$ cat config.mk
export PLATFORM = sky130hd
export DESIGN_NAME = psl_latch_bank
export DESIGN_NICKNAME = d
export VERILOG_FILES = /design/src/core/psl_pkg.sv /design/src/core/psl_latch_bank.sv
export VERILOG_INCLUDE_DIRS = /design/src /design/src/core
export SDC_FILE = /design/constraint.sdc
export NUM_CORES = 1
export LEC_CHECK = 0
export ABC_AREA = 1
export BUFFER_PORTS_ARGS = -buffer_cell sky130_fd_sc_hd__buf_4
export CORE_ASPECT_RATIO = 1.25
export CORE_MARGIN = 2
export CORE_UTILIZATION = 55
export CTS_CLUSTER_DIAMETER = 60
export DETAILED_ROUTE_END_ITERATION = 10
export PLACE_DENSITY_LB_ADDON = 0.12
export REMOVE_ABC_BUFFERS = 1
export SLEW_MARGIN = 20
export SYNTH_ARGS = -nofsm -noshare
export SYNTH_HDL_FRONTEND = slang
export SYNTH_SLANG_ARGS = --single-unit
export TNS_END_PERCENT = 30
$ cat constraint.sdc
create_clock -name clk_sys -period 2.03 [get_ports clk_sys]
set_clock_uncertainty 0.2 [all_clocks]
set_input_delay 0.203 -clock clk_sys [delete_from_list [all_inputs] [get_ports clk_sys]]
set_output_delay 0.203 -clock clk_sys [all_outputs]
set_load 0.01 [all_outputs]
$ cat src/core/psl_consts.svh
`ifndef PSL_CONSTS_SVH
`define PSL_CONSTS_SVH
// ==========================================
// word layout
`define PSL_WORD_W        24
`define PSL_ADDR_CTRL     2'h0
`define PSL_ADDR_REF      2'h1
`define PSL_ADDR_FB       2'h2
// control word fields
`define PSL_CTL_CORE_LSB  2
`define PSL_CTL_CLEAR     4
`define PSL_CTL_MUX_LSB   5
`define PSL_CTL_POL       8
`define PSL_CTL_TRI       9
`define PSL_CTL_GAIN      10
// feedback word fields
`define PSL_FB_DIV_LSB    2
`define PSL_FB_CNT_LSB    8
`define PSL_FB_GAIN       21
// reference word fields
`define PSL_REF_CNT_LSB   2
`define PSL_REF_BL_LSB    16
`define PSL_REF_LDP       18
`define PSL_REF_TEST      19
`define PSL_REF_BAND_LSB  20
// lock detect cycle counts
`define PSL_LOCK_CYC_HI   3'h5
`define PSL_LOCK_CYC_LO   3'h3
// serial clock ceiling, MHz, and system clock
`define PSL_SCLK_MAX_MHZ  20
`define PSL_SYS_MHZ       50
`endif

$ cat src/core/psl_pkg.sv
package psl_pkg;
    typedef struct packed {
        logic        pump_gain_sel;
        logic        pump_three_state;
        logic        detector_polarity;
        logic [2:0]  aux_mux_sel;
        logic        counters_clear;
        logic [1:0]  core_current_sel;
        logic [4:0]  out_div;
        logic [12:0] feedback_count;
        logic [13:0] ref_count;
        logic [1:0]  backlash_width;
        logic        lock_precision_sel;
        logic [2:0]  lock_cycles;
        logic        factory_test_flag;
        logic [1:0]  band_clk_div;
    } psl_cfg_t;

    typedef struct packed {
        logic [2:0]  clk_sync;
        logic [2:0]  dat_sync;
        logic [2:0]  le_sync;
        logic        clk_state;
        logic        le_state;
        logic [23:0] shift;
        logic [23:0] ctrl_word;
        logic [23:0] fb_word;
        logic [23:0] ref_word;
        logic        gain;
        logic        load_pulse;
    } psl_state_t;
endpackage

$ cat src/core/psl_latch_bank.sv
`timescale 1ns/1ns
`include "psl_consts.svh"
// Contract
// - control gain bit one selects current setting 2, zero setting 1.
// - control bit DB9 one three-states the charge pump.
// - polarity bit one positive, zero negative detector polarity.
// - three-bit control field drives auxiliary output multiplexer selects.
// - control bit DB4 one holds reference and feedback counters reset; only feedback_hold_n is driven here, no reference counter hold.
// - two-bit core power field selects oscillator core current.
// - five-bit output divider accepts 2 to 31, zero when unused.
// - 13-bit feedback count sets ratio 3 to 8191.
// - total feedback division equals the feedback count, no prescaler.
// - shared gain bit follows latest write through either latch.
// - address bits (0,1) load the reference latch.
// - 14-bit reference count sets ratio 1 to 16383.
// - reference bits DB16-17 select antibacklash width.
// - precision bit picks five or three lock cycles.
// - test bit zero means test latch ignored.
// - two-bit field enables band-select clock divider.
// - one bit per rising serial clock; strobe rise loads word.
// - address bits (0,0) load the control latch.
// - serial register keeps loading during power-down.
module psl_latch_bank
    import psl_pkg::*;
(
    // system
    input  wire logic        clk_sys,
    input  wire logic        rst_n,
    input  wire logic        clk_en,
    // serial pins
    input  wire logic        serial_clk,
    input  wire logic        serial_data,
    input  wire logic        load_strobe,
    // power-down state, serial path stays live regardless
    input  wire logic        power_down,
    // decoded configuration
    output psl_cfg_t         cfg,
    output logic             feedback_hold_n,
    output logic [12:0]      total_feedback_div,
    output logic             load_done
);
    // ==========================================
    // state
    psl_state_t s_reg;
    psl_state_t s_next;
    logic       clk_rise;
    logic       le_rise;
    logic       clk_agree;
    logic       le_agree;
    logic [1:0] addr;

    always_comb begin
        s_next     = s_reg;
        clk_agree  = (s_reg.clk_sync[2] == s_reg.clk_sync[1]);
        le_agree   = (s_reg.le_sync[2] == s_reg.le_sync[1]);
        clk_rise   = clk_agree && s_reg.clk_sync[1] && !s_reg.clk_state;
        le_rise    = le_agree && s_reg.le_sync[1] && !s_reg.le_state;
        addr       = s_reg.shift[1:0];
        s_next.load_pulse = 1'b0;
        s_next.clk_sync = {s_reg.clk_sync[1:0], serial_clk};
        s_next.dat_sync = {s_reg.dat_sync[1:0], serial_data};
        s_next.le_sync  = {s_reg.le_sync[1:0], load_strobe};
        if (clk_agree) begin
            s_next.clk_state = s_reg.clk_sync[1];
        end
        if (le_agree) begin
            s_next.le_state = s_reg.le_sync[1];
        end
        // shift on clock rise
        // data tap is one stage later so it matches the clock edge age
        if (clk_rise) begin
            s_next.shift = {s_reg.shift[22:0], s_reg.dat_sync[2]};
        end
        if (le_rise) begin
            s_next.load_pulse = 1'b1;
            case (addr)
                `PSL_ADDR_CTRL: begin
                    s_next.ctrl_word = s_reg.shift;
                    s_next.gain = s_reg.shift[`PSL_CTL_GAIN];
                end
                `PSL_ADDR_REF: begin
                    s_next.ref_word = s_reg.shift;
                end
                `PSL_ADDR_FB: begin
                    s_next.fb_word = s_reg.shift;
                    s_next.gain = s_reg.shift[`PSL_FB_GAIN];
                end
                default: begin
                    // test latch is not kept
                    s_next.load_pulse = 1'b0;
                end
            endcase
        end
    end

    always_ff @(posedge clk_sys) begin
        if (!rst_n) begin
            s_reg <= '0;
        end else if (clk_en) begin
            s_reg <= s_next;
        end
    end

    // ==========================================
    // field decode
    always_comb begin
        cfg = '0;
        cfg.pump_gain_sel = s_reg.gain;
        cfg.pump_three_state = s_reg.ctrl_word[`PSL_CTL_TRI];
        cfg.detector_polarity = s_reg.ctrl_word[`PSL_CTL_POL];
        cfg.aux_mux_sel = s_reg.ctrl_word[`PSL_CTL_MUX_LSB +: 3];
        cfg.counters_clear = s_reg.ctrl_word[`PSL_CTL_CLEAR];
        cfg.core_current_sel = s_reg.ctrl_word[`PSL_CTL_CORE_LSB +: 2];
        cfg.out_div = s_reg.fb_word[`PSL_FB_DIV_LSB +: 5];
        cfg.feedback_count = s_reg.fb_word[`PSL_FB_CNT_LSB +: 13];
        cfg.ref_count = s_reg.ref_word[`PSL_REF_CNT_LSB +: 14];
        cfg.backlash_width = s_reg.ref_word[`PSL_REF_BL_LSB +: 2];
        cfg.lock_precision_sel = s_reg.ref_word[`PSL_REF_LDP];
        cfg.lock_cycles = s_reg.ref_word[`PSL_REF_LDP] ?
                          `PSL_LOCK_CYC_HI : `PSL_LOCK_CYC_LO;
        cfg.factory_test_flag = s_reg.ref_word[`PSL_REF_TEST];
        cfg.band_clk_div = s_reg.ref_word[`PSL_REF_BAND_LSB +: 2];
    end

    // counters held while clear set or powered down
    assign feedback_hold_n = !(cfg.counters_clear || power_down);
    assign total_feedback_div = cfg.feedback_count;
    assign load_done = s_reg.load_pulse;
endmodule

After elaboration in Yosys (flattened, before gate mapping)
Cells that the tools add are included.

Bits in registers: 109. Input bits: 7. Word-level logic and storage cells: 37.

Equal/unequal tests: 4. Multiplexer cells: 4. Reduce and logical (&&, ||, !) cells: 18.

Operators by type and width (count): AND reduction 3 bit (4); AND reduction 2 bit (3); logical AND 1 bit (4); zero test 1 bit (3); two-way mux 3 bit (1); OR reduction 3 bit (1); equality test 1 bit (2); equality test 2 x 1 -> 1 bit (second input constant) (1); equality test 2 bit (second input constant) (1); zero test 2 bit (1); two-way mux 1 bit (2); one-hot mux 1 bit (2 select lines) (1); nonzero test 2 bit (1); logical OR 1 bit (1).

Logic depth before layout (Yosys ltp)
Gate-level depths: netlist of run 1.

Depth in word-level cells: 4. Mapped depth: 8. Depth with buffers taken out: 7.

Worst setup path before layout of run 1
No wires, ideal clock.

Path kind: register -> register. Start: reg s_reg, in the netlist s_next[102]. End: reg s_reg, in the netlist cfg[12]. Setup time: 0.115 ns. Data arrival time: 1.110 ns. Data required time: 1.715 ns. Path slack: 0.605 ns. Cell stages (with the launch flop): 9. Period minus slack after synthesis: 1.425 ns. Path through: dfxtp_1 ha_1 nand2_1 nor2_2 buf_6 buf_4 nand3_1 nand2_1 nor2_1.

Word-level cells in the longest chain between the ends: 4.

Ends and longest elaborated chain: start: declaration (line psl_latch_bank.sv:44) `psl_state_t s_reg;`; start signal: assignment (line psl_latch_bank.sv:100) `s_reg <= s_next;`; equality test 1 bit (line psl_latch_bank.sv:55) `le_agree = (s_reg.le_sync[2] == s_reg.le_sync[1]);`; logical AND 1 bit * (2 in series) (line psl_latch_bank.sv:57) `le_rise = le_agree && s_reg.le_sync[1] && !s_reg.le_state;`; AND reduction 3 bit (no source line) *.

Every way passes the cells marked *; elsewhere a longest branch is shown, timed or not. A chain may end at the register's enable or synchronous reset.

Worst setup path after layout of run 1
Start: reg s_reg, in the netlist addr[1]. End: reg s_reg, in the netlist cfg[27].

Word-level cells in the longest chain between the ends: 2.

Ends and longest elaborated chain: equality test 2 bit (line psl_latch_bank.sv:76) `case (addr)`; AND reduction 3 bit (no source line).

No other way between the ends.

==> results of run 1 <==
## report_power, final
part           switching [mW]  leakage (nW)  internal (mW)
sequential             0.0111         0.654           1.60
combinational          0.0763         0.969         0.0498
clock                   0.545         0.111          0.813
## kinds of logic after synthesis
logic type      count (synthesis)
fa+ha+maj                       2
other cells                     1
compound gates                 82
buf+inv                       127
simple gates                  224
flops                          81
## cells in the final DEF, fill, tap and decap left out
master,Yosys,layout
nor2_4,2,3
inv_1,29,29
nand3_1,48,48
buf_12,0,2
dfxtp_1,81,81
dlygate4sd3_1,0,4
clkbuf_8,0,9
inv_2,1,1
clkbuf_1,9,3
bufinv_16,0,3
ha_1,2,2
nor2_8,1,1
buf_4,70,78
o21ai_0,31,31
conb_1,1,1
a21oi_1,51,51
nand2_1,62,62
nor2_1,110,110
## layer usage
| metal | global-route usage (%) | share of wire (%) | vias to the layer above |
|---|---|---|---|
| li1 | - | - | 1564 |
| met2 | 30.7 | 48 | 64 |
| met1 | 24.6 | 46 | 1327 |
| met3 | 4.01 | 4.5 | 10 |
| met4 | 7.83 | 1.7 | 0 |
| met5 | 0 | 0 | - |
## cell usage after synthesis, drive strengths merged
library cell	number	share of area, %
nand2	62	6.1
buf	88	17
dfxtp	81	43
clkbuf	9	0.89
ha	2	0.66
nor2	114	12
inv	30	3.0
o21ai	31	4.1
conb	1	0.099
nand3	48	6.3
a21oi	51	6.7
## critical path, delay by kind of cell, from the launching register on
family                 cells  cell delay, ps
buffers and inverters      1             110
flip-flops                 1             550
AND/OR/NAND/NOR            4             680
## how the worst max path moves through the flow
stage,start,endpoint,slack [ps]
after floorplan,s_next[102]$_SDFFE_PN0P_,cfg[0]$_SDFFE_PN0P_,-840
after global placement,addr[1]$_SDFFE_PN0P_,cfg[27]$_SDFFE_PN0P_,380
after detailed placement,addr[1]$_SDFFE_PN0P_,cfg[26]$_SDFFE_PN0P_,370
after CTS,addr[1]$_SDFFE_PN0P_,cfg[27]$_SDFFE_PN0P_,360
after global routing,addr[1]$_SDFFE_PN0P_,cfg[37]$_SDFFE_PN0P_,190
final,addr[1]$_SDFFE_PN0P_,cfg[27]$_SDFFE_PN0P_,380
## per-stage QoR
step	cells	util [%]	hold WS (ps)	TNS [ps]	instance area (um2)
3_5_place_dp	587	58.2	234	0	3850
5_1_grt	606	62.3	122	0	4110
6_report	606	62.3	105	0	4110
4_1_cts	606	62.3	103	0	4110
3_3_place_gp	587	58.2	226	0	3850
2_1_floorplan	420	-	123	-39440	3110
## cell type report
class	count	area, um2	share of cell area, %
clock inverter	3	90.1	2.19
clock buffer	12	135	3.29
timing repair buffer	84	666	16.2
inverter	30	113	2.74
tap	87	109	2.65
sequential	81	1620	39.4
multi-input combinational	309	1380	33.5
## what timing repair did
item / in CTS / in global routing
endpoints found under the hold margin: 5 / 0
hold buffers: 4 / 0
endpoints found under the setup margin: 0 / 0
==> impl_metrics.env, run 1 <==
export IMPL_outcome="finished, final reports clean"
export IMPL_max_stage_delay_ps=550
export IMPL_fp_row_count=33
export IMPL_hp_class="in -> reg"
export IMPL_die_x_um=78.2
export IMPL_synth_compound_area_share_pct=10.8
export IMPL_die_h_um=96.8
export IMPL_core_um2=6610
export IMPL_setup_ws_ps=375
export IMPL_max_freq_ghz=0.604
export IMPL_cts_tree="built"
export IMPL_grt_setup_unrepaired="no"
export IMPL_vias=2965
export IMPL_post_route_period_util_pct=81.5
export IMPL_startpoint_type="register"
export IMPL_min_delay_start="rst_n"
export IMPL_synthAdderAreaFrac_pct=0.661
export IMPL_ir_worst_vdd_mv=0.452
export IMPL_fill_cells=643
export IMPL_die_area_um2=7570
export IMPL_min_path_cells=3
export IMPL_cp_cell_sequence="inv_2 > nor2_8 > nand3_1 > nand2_1 > nor2_1"
export IMPL_grtUsageTotal_pct=19.0
export IMPL_setup_viol=0
export IMPL_crit_slowest_cell="dfxtp_1"
export IMPL_ios=72
export IMPL_total_power_mw=3.10
export IMPL_final_antenna_net_count=0
export IMPL_fin_crit_ps=1650
export IMPL_cts_sinks=81
export IMPL_grt_pass1_wl_um=11800
export IMPL_grt_overflow_total=0
export IMPL_dr_first_iter_drc_count=151
export IMPL_viasPerCell=4.89
export IMPL_p_leak_nw=1.73
export IMPL_ff2ff_path_depth=5
export IMPL_layout_drive_gt1_share_pct=18.7
export IMPL_clkLatencyLatePin_ps=350
export IMPL_arrival_ps=1690
export IMPL_cts_resized_gates=0
export IMPL_portBuffers=70
export IMPL_powerDensity_nw_per_um2=754
export IMPL_maxCapViolations=0
export IMPL_grt_max_degree=53
export IMPL_dpl_worst_slack_ps=367
export IMPL_synth_warnings=0
export IMPL_synth_cell_type_count=18
export IMPL_synth_mux_area_share_pct=0
export IMPL_yosysSeqAreaShare_pct=42.8
export IMPL_drtPass1Iterations=4
export IMPL_hold_violations=0
export IMPL_synth_xor_area_share_pct=0
export IMPL_cp_end_kind="register"
export IMPL_largest_reg_flops=47
export IMPL_cp_required_ps=2070
export IMPL_ys_seq_elements=81
export IMPL_drc=0
export IMPL_antenna_found_initial=0
export IMPL_start_util_pct=57.3
export IMPL_syn_area_um2=3790
export IMPL_syn_instance_count=517
export IMPL_syn2layout_area_growth_pct=8.59
export IMPL_antenna_cells=0
export IMPL_num_nets_final=524
export IMPL_whs_endpoint="cfg[25]$_SDFFE_PN0P_"
export IMPL_path_class="reg -> reg"
export IMPL_wl_um=6800
export IMPL_slew_viol_final=0
export IMPL_htree_levels=3
export IMPL_post_cts_buffers=0
export IMPL_slew_headroom_pct=66.0
export IMPL_crit_fanout=36
export IMPL_wl_per_cell_um=11.2
export IMPL_timing_rr_start="addr[1]$_SDFFE_PN0P_"
export IMPL_root_buffer="clkbuf_8"
export IMPL_place_hpwl_um=4390
export IMPL_r2r_setup_slack_ps=380
export IMPL_synth_top_family_by_area="simple AND/OR/NAND/NOR gates"
export IMPL_cts_buffer_depth=2
export IMPL_synth_simple_area_share_pct=24.7
export IMPL_syn_avg_cell_area_um2=7.33
export IMPL_gp_congestion=0.729
export IMPL_r2r_end="cfg[27]$_SDFFE_PN0P_"
export IMPL_max_slew_worst_pin_slew_ps=510
export IMPL_grt_pass1_vias=2675
export IMPL_clk_pin_slew_ps=80
export IMPL_cts_buffers=9
Power figures use the tool's default switching activity.
==> inputs of run 2 (changes only) <==
- CORE_UTILIZATION: 55 -> 50
- clock period: 2.03 -> 1.47 ns (I/O delays scaled with it)
==> run 2 against run 1 <==
Against the previous run: the run now ends with setup timing left; utilization rose by 3.9 points; global-route usage rose by 1.4 points; die area rose by 9.5%; cell count rose by 5.6%; first-iteration DRC count fell by 1.3%; critical path type unchanged; hold slack got worse by 65 ps; fmax rose by 11%.
==> impl_metrics.env, run 2 (synthesis gave the netlist of run 1 again) <==
export IMPL_outcome="complete, but fails checks"
export IMPL_violations="setup timing"
export IMPL_timing_rr_start="s_reg[102]$_SDFFE_PN0P_"
export IMPL_whs_endpoint="cfg[10]$_SDFFE_PN0P_"
export IMPL_grt_pass1_wl_um=13100
export IMPL_wl_um=8480
export IMPL_multiInputGateArea_um2=1640
export IMPL_cp_end_kind="register"
export IMPL_crit_fanout=8
export IMPL_dr_first_iter_drc_count=149
export IMPL_pwr_share_seq_pct=50.3
export IMPL_max_freq_ghz=0.672
export IMPL_setup_viol=14
export IMPL_wl_per_cell_um=13.3
export IMPL_antenna_cells=0
export IMPL_core_um2=7360
export IMPL_combPwrFrac_pct=5.1
export IMPL_cts_buffers=9
export IMPL_ff2ff_path_depth=8
export IMPL_cts_buffer_depth=2
export IMPL_cts_tree="built"
export IMPL_ios=72
export IMPL_grt_max_degree=54
export IMPL_portBuffers=70
export IMPL_min_delay_start="rst_n"
export IMPL_drtPass1Iterations=4
export IMPL_post_route_period_util_pct=101
export IMPL_internal_power_mw=3.45
export IMPL_seqCellArea_um2=1620
export IMPL_maxCapViolations=0
export IMPL_grt_pass1_vias=2806
export IMPL_cts_sinks=81
export IMPL_htree_levels=3
export IMPL_drc=0
export IMPL_layout_drive_gt1_share_pct=33.0
export IMPL_die_area_um2=8290
export IMPL_root_buffer="clkbuf_8"
export IMPL_slew_viol_final=0
export IMPL_viasPerCell=4.93
export IMPL_cpLargestDelayFamily="flip-flops"
export IMPL_vias=3152
export IMPL_path_class="reg -> reg"
export IMPL_clkLatencyLatePin_ps=360
export IMPL_r2r_end="cfg[2]$_SDFFE_PN0P_"
export IMPL_num_nets_final=552
export IMPL_start_util_pct=51.5
export IMPL_antenna_found_initial=0
export IMPL_clk_pin_slew_ps=100
export IMPL_syn2layout_area_growth_pct=28.5
export IMPL_fp_row_count=35
export IMPL_r2r_setup_slack_ps=-20
export IMPL_die_h_um=101
export IMPL_cp_required_ps=1520
export IMPL_final_core_util_pct=66.1
export IMPL_crit_buf_inv=2
export IMPL_die_x_um=81.8
export IMPL_fin_crit_ps=1490
export IMPL_p_leak_nw=1.99
export IMPL_min_path_cells=4
export IMPL_place_hpwl_um=4690
export IMPL_powerDensity_nw_per_um2=912
export IMPL_mostFrequentLayoutCell="nor2_1"
export IMPL_clockPowerShare_pct=44.6
export IMPL_arrival_ps=1540
export IMPL_grtUsageTotal_pct=20.4
export IMPL_p_sw_uw=988
export IMPL_gp_congestion=0.755
export IMPL_grt_setup_unrepaired="yes"
export IMPL_final_cell_mix="107 x nor2_1, 84 x buf_4, 79 x dfxtp_1, 59 x nand2_1, 39 x a21oi_1"
export IMPL_setup_ws_ps=-17.3
export IMPL_crit_slowest_cell="dfxtp_2"
export IMPL_switching_share_pct=22.3
export IMPL_fill_cells=652
export IMPL_final_antenna_net_count=0
export IMPL_hold_violations=0
export IMPL_dpl_worst_slack_ps=-58.6
export IMPL_grt_overflow_total=0
export IMPL_max_stage_delay_ps=360
export IMPL_ir_worst_vdd_mv=0.629
export IMPL_cp_cell_sequence="ha_4 > nand2_4 > nor2_4 > buf_8 > clkbuf_16 > nand3_2 > nand2_1 > nor2_1"
export IMPL_startpoint_type="register"
export IMPL_hp_class="in -> reg"
export IMPL_largest_reg_flops=47
## run 2: cell count changes in the layout (fill, tap and decap cells not counted), moves of 4 or more
cell       change
buf_16         +4
a21oi_1       -12
a21oi_2       +12
nand3_1       -35
buf_12         +5
clkbuf_16      +4
buf_4          +6
nand3_2       +34
## run 2: metal layers
layer	global-route usage [%]	vias to the layer above	share of wire, %
met2	35.3	64	52
met4	6.15	0	1.3
li1	-	1632	-
met1	24.7	1447	43
met5	0	-	0
met3	4.90	9	4.0
## run 2: stage by stage
stage / area (um2) / power, mW / hold WS, ps / TNS, ps / cells
floorplan: 3110 / 2.38 / 67.4 / -70770 / 420
global placement: 3990 / 2.46 / 170 / -191 / 603
detailed placement: 3990 / 2.46 / 176 / -1760 / 603
CTS: 4520 / 4.45 / 15.9 / 0 / 635
global route: 4870 / 4.59 / 47.5 / -2740 / 640
finish: 4870 / 4.44 / 40.0 / -112 / 640
## run 2: worst max path at each step
stage                                  start                   end  slack [ps]  cells past startpoint
floorplan           s_next[102]$_SDFFE_PN0P_   cfg[0]$_SDFFE_PN0P_       -1400                      6
global placement     s_reg[102]$_SDFFE_PN0P_  cfg[11]$_SDFFE_PN0P_         -20                      7
detailed placement  s_next[102]$_SDFFE_PN0P_  cfg[47]$_SDFFE_PN0P_         -60                      7
CTS                  s_reg[102]$_SDFFE_PN0P_  cfg[44]$_SDFFE_PN0P_           4                      7
global route        s_next[102]$_SDFFE_PN0P_  cfg[28]$_SDFFE_PN0P_         -80                      8
finish               s_reg[102]$_SDFFE_PN0P_   cfg[2]$_SDFFE_PN0P_         -20                      8
## run 2: timing repair
action,in CTS,in global routing
resized for setup,23,52
hold buffers,8,0
setup buffers,5,1
gates cloned,4,4
pin swaps,2,5
endpoints found under the hold margin,15,0
setup endpoints to repair,44,56
## run 2: worst reg2reg max path, delay by kind of cell (launching register included)
family	cells	cell delay, ps
adder cells (fa/ha/maj)	1	150
buffers and inverters	2	340
flip-flops	1	360
AND/OR/NAND/NOR	5	350
## run 2: final cells by class
cell class,count,area share (%)
clock buffer,9,2.55
multi-input combinational,309,33.8
tap,92,2.37
inverter,30,2.31
sequential,81,33.4
clock inverter,7,2.44
timing repair buffer,112,23.2
## run 2: power by group through the flow
stage | logic [mW] | registers [mW] | clock network, mW
after detailed placement | 0.184 | 2.28 | 0
after global placement | 0.182 | 2.28 | 0
after global routing | 0.258 | 2.23 | 2.10
after CTS | 0.214 | 2.23 | 2.00
final | 0.227 | 2.23 | 1.98
after floorplan | 0.0961 | 2.28 | 0
==> inputs of run 3 (changes only) <==
- CELL_PAD_IN_SITES_DETAIL_PLACEMENT: not set -> 1
- CELL_PAD_IN_SITES_GLOBAL_PLACEMENT: not set -> 1
- CORE_UTILIZATION: 50 -> 36
==> run 3 against run 2 <==
Against the previous run: the run still ends with setup timing left; fmax fell by 2.7%; global-route usage fell by 2.4 points; critical path type unchanged; via count rose by 2.7%; non-clock buffer count fell by 5; clock power rose by 18%; largest power group is now clock.
==> impl_metrics.env, run 3 (synthesis gave the netlist of run 1 again) <==
export IMPL_cpLargestDelayFamily="buffers and inverters"
export IMPL_cts_tree="built"
export IMPL_mostFrequentLayoutCell="nor2_1"
export IMPL_cts_buffer_depth=2
export IMPL_slew_headroom_pct=66.0
export IMPL_maxCapViolations=0
export IMPL_cp_cell_sequence="ha_4 > nand2_4 > nor2_4 > buf_6 > buf_12 > buf_16 > a21oi_1 > nor2_1"
export IMPL_num_nets_final=547
export IMPL_final_cell_mix="109 x nor2_1, 80 x buf_4, 79 x dfxtp_1, 60 x nand2_1, 39 x nand3_1"
export IMPL_crit_fanout=8
export IMPL_wl_um=9740
export IMPL_violations="setup timing"
export IMPL_hp_class="in -> reg"
export IMPL_drt_met1_wl_um=4260
export IMPL_root_buffer="clkbuf_16"
export IMPL_p_leak_nw=2.05
export IMPL_die_x_um=95.7
export IMPL_drtPass1Iterations=4
export IMPL_final_core_util_pct=48.0
export IMPL_wl_per_cell_um=14.5
export IMPL_largest_reg_flops=47
export IMPL_viasPerCell=4.82
export IMPL_grt_pass1_vias=3129
export IMPL_outcome="complete, but fails checks"
export IMPL_grt_overflow_total=0
export IMPL_highest_layer="met4"
export IMPL_antenna_cells=0
export IMPL_powerDensity_nw_per_um2=986
export IMPL_min_path_cells=4
export IMPL_ir_worst_vdd_mv=0.648
export IMPL_max_stage_delay_ps=330
export IMPL_cts_sinks=81
export IMPL_die_h_um=119
export IMPL_syn2layout_area_growth_pct=28.8
export IMPL_fp_row_count=41
export IMPL_met2_wirelength_um=5020
export IMPL_place_inst=635
export IMPL_cts_buffers=9
export IMPL_gp_congestion=0.743
export IMPL_slew_viol_final=0
export IMPL_core_um2=10200
export IMPL_clk_pin_slew_ps=60
export IMPL_ff2ff_path_depth=8
export IMPL_clkLatencyLatePin_ps=340
export IMPL_portBuffers=70
export IMPL_fin_crit_ps=1530
export IMPL_die_area_um2=11400
export IMPL_setup_ws_ps=-58.5
export IMPL_crit_cells=8
export IMPL_vias=3236
export IMPL_layout_drive_gt1_share_pct=30.0
export IMPL_cp_end_kind="register"
export IMPL_hold_violations=0
export IMPL_arrival_ps=1560
export IMPL_final_antenna_net_count=0
export IMPL_crit_slowest_cell="dfxtp_2"
export IMPL_max_freq_ghz=0.654
export IMPL_max_slew_worst_pin_slew_ps=508
export IMPL_ios=72
export IMPL_crit_buf_inv=3
export IMPL_path_class="reg -> reg"
export IMPL_antenna_found_initial=0
export IMPL_start_util_pct=37.3
export IMPL_wl_met3_um=299
export IMPL_startpoint_type="register"
export IMPL_drc=0
export IMPL_place_hpwl_um=5430
export IMPL_dpl_worst_slack_ps=-79.2
export IMPL_instances_no_fill=672
export IMPL_grt_pass1_wl_um=15800
export IMPL_grt_setup_unrepaired="yes"
export IMPL_cp_required_ps=1500
export IMPL_grtUsageTotal_pct=17.9
export IMPL_htree_levels=3
export IMPL_setup_viol=46
export IMPL_grt_max_degree=39
export IMPL_whs_ps=56.9
export IMPL_dr_first_iter_drc_count=109
export IMPL_post_route_period_util_pct=104
export IMPL_total_power_mw=4.81
run 3: changes by cell type in the layout (fill, tap and decap cells not counted), sizes merged:
cell	before	now
buf	100	99
bufinv	3	1
clkbuf	13	14
clkinv	2	1
clkinvlp	2	0
dlygate4sd3	7	6
dlymetal6s4s	1	2
run 3: repair_timing:
item,in CTS,in global routing
buffers inserted,7,0
gates cloned,7,0
gates resized for setup,49,22
endpoints found under the hold margin,21,0
hold buffers,8,0
setup endpoints to repair,47,55
pin swaps,35,10
run 3: where the power goes:
part / internal, mW / switching, mW
combinational: 0.105 / 0.130
clock: 1.45 / 0.888
sequential: 2.22 / 0.0148
run 3: worst paths after layout:
kind	startpoint	to	slack, ps
worst max register to register	s_reg[102]$_SDFFE_PN0P_	cfg[33]$_SDFFE_PN0P_	-60
worst max-delay path	s_reg[102]$_SDFFE_PN0P_	cfg[33]$_SDFFE_PN0P_	-60
worst min register to register	s_reg[99]$_SDFFE_PN0P_	s_reg[99]$_SDFFE_PN0P_	260
worst min-delay path	rst_n	cfg[49]$_SDFFE_PN0P_	60
run 3: layout make-up:
class | instances | area, um2
tap | 129 | 161
clock buffer | 14 | 274
clock inverter | 2 | 35.0
inverter | 30 | 113
sequential | 81 | 1620
timing repair buffer | 107 | 1100
fill | 1234 | 5280
multi-input combinational | 309 | 1570
run 3: stage by stage:
stage	TNS, ps	area, um2
detailed placement	-3020	4000
global route	-4130	4880
CTS	-2650	4810
global placement	-745	4000
floorplan	-70770	3110
finish	-1350	4880
run 3: metal layers:
| layer | vias up | track usage (%) |
|---|---|---|
| met3 | 10 | 3.57 |
| met2 | 53 | 30.2 |
| met4 | 0 | 6.43 |
| met5 | - | 0 |
| met1 | 1557 | 22.3 |
| li1 | 1616 | - |
run 3: worst register-to-register path: cells and delay by family, from the launching register on:
kind | cells | cell delay [ps]
buf+inv | 3 | 430
flops | 1 | 330
simple gates | 3 | 170
fa+ha+maj | 1 | 160
compound gates | 1 | 140
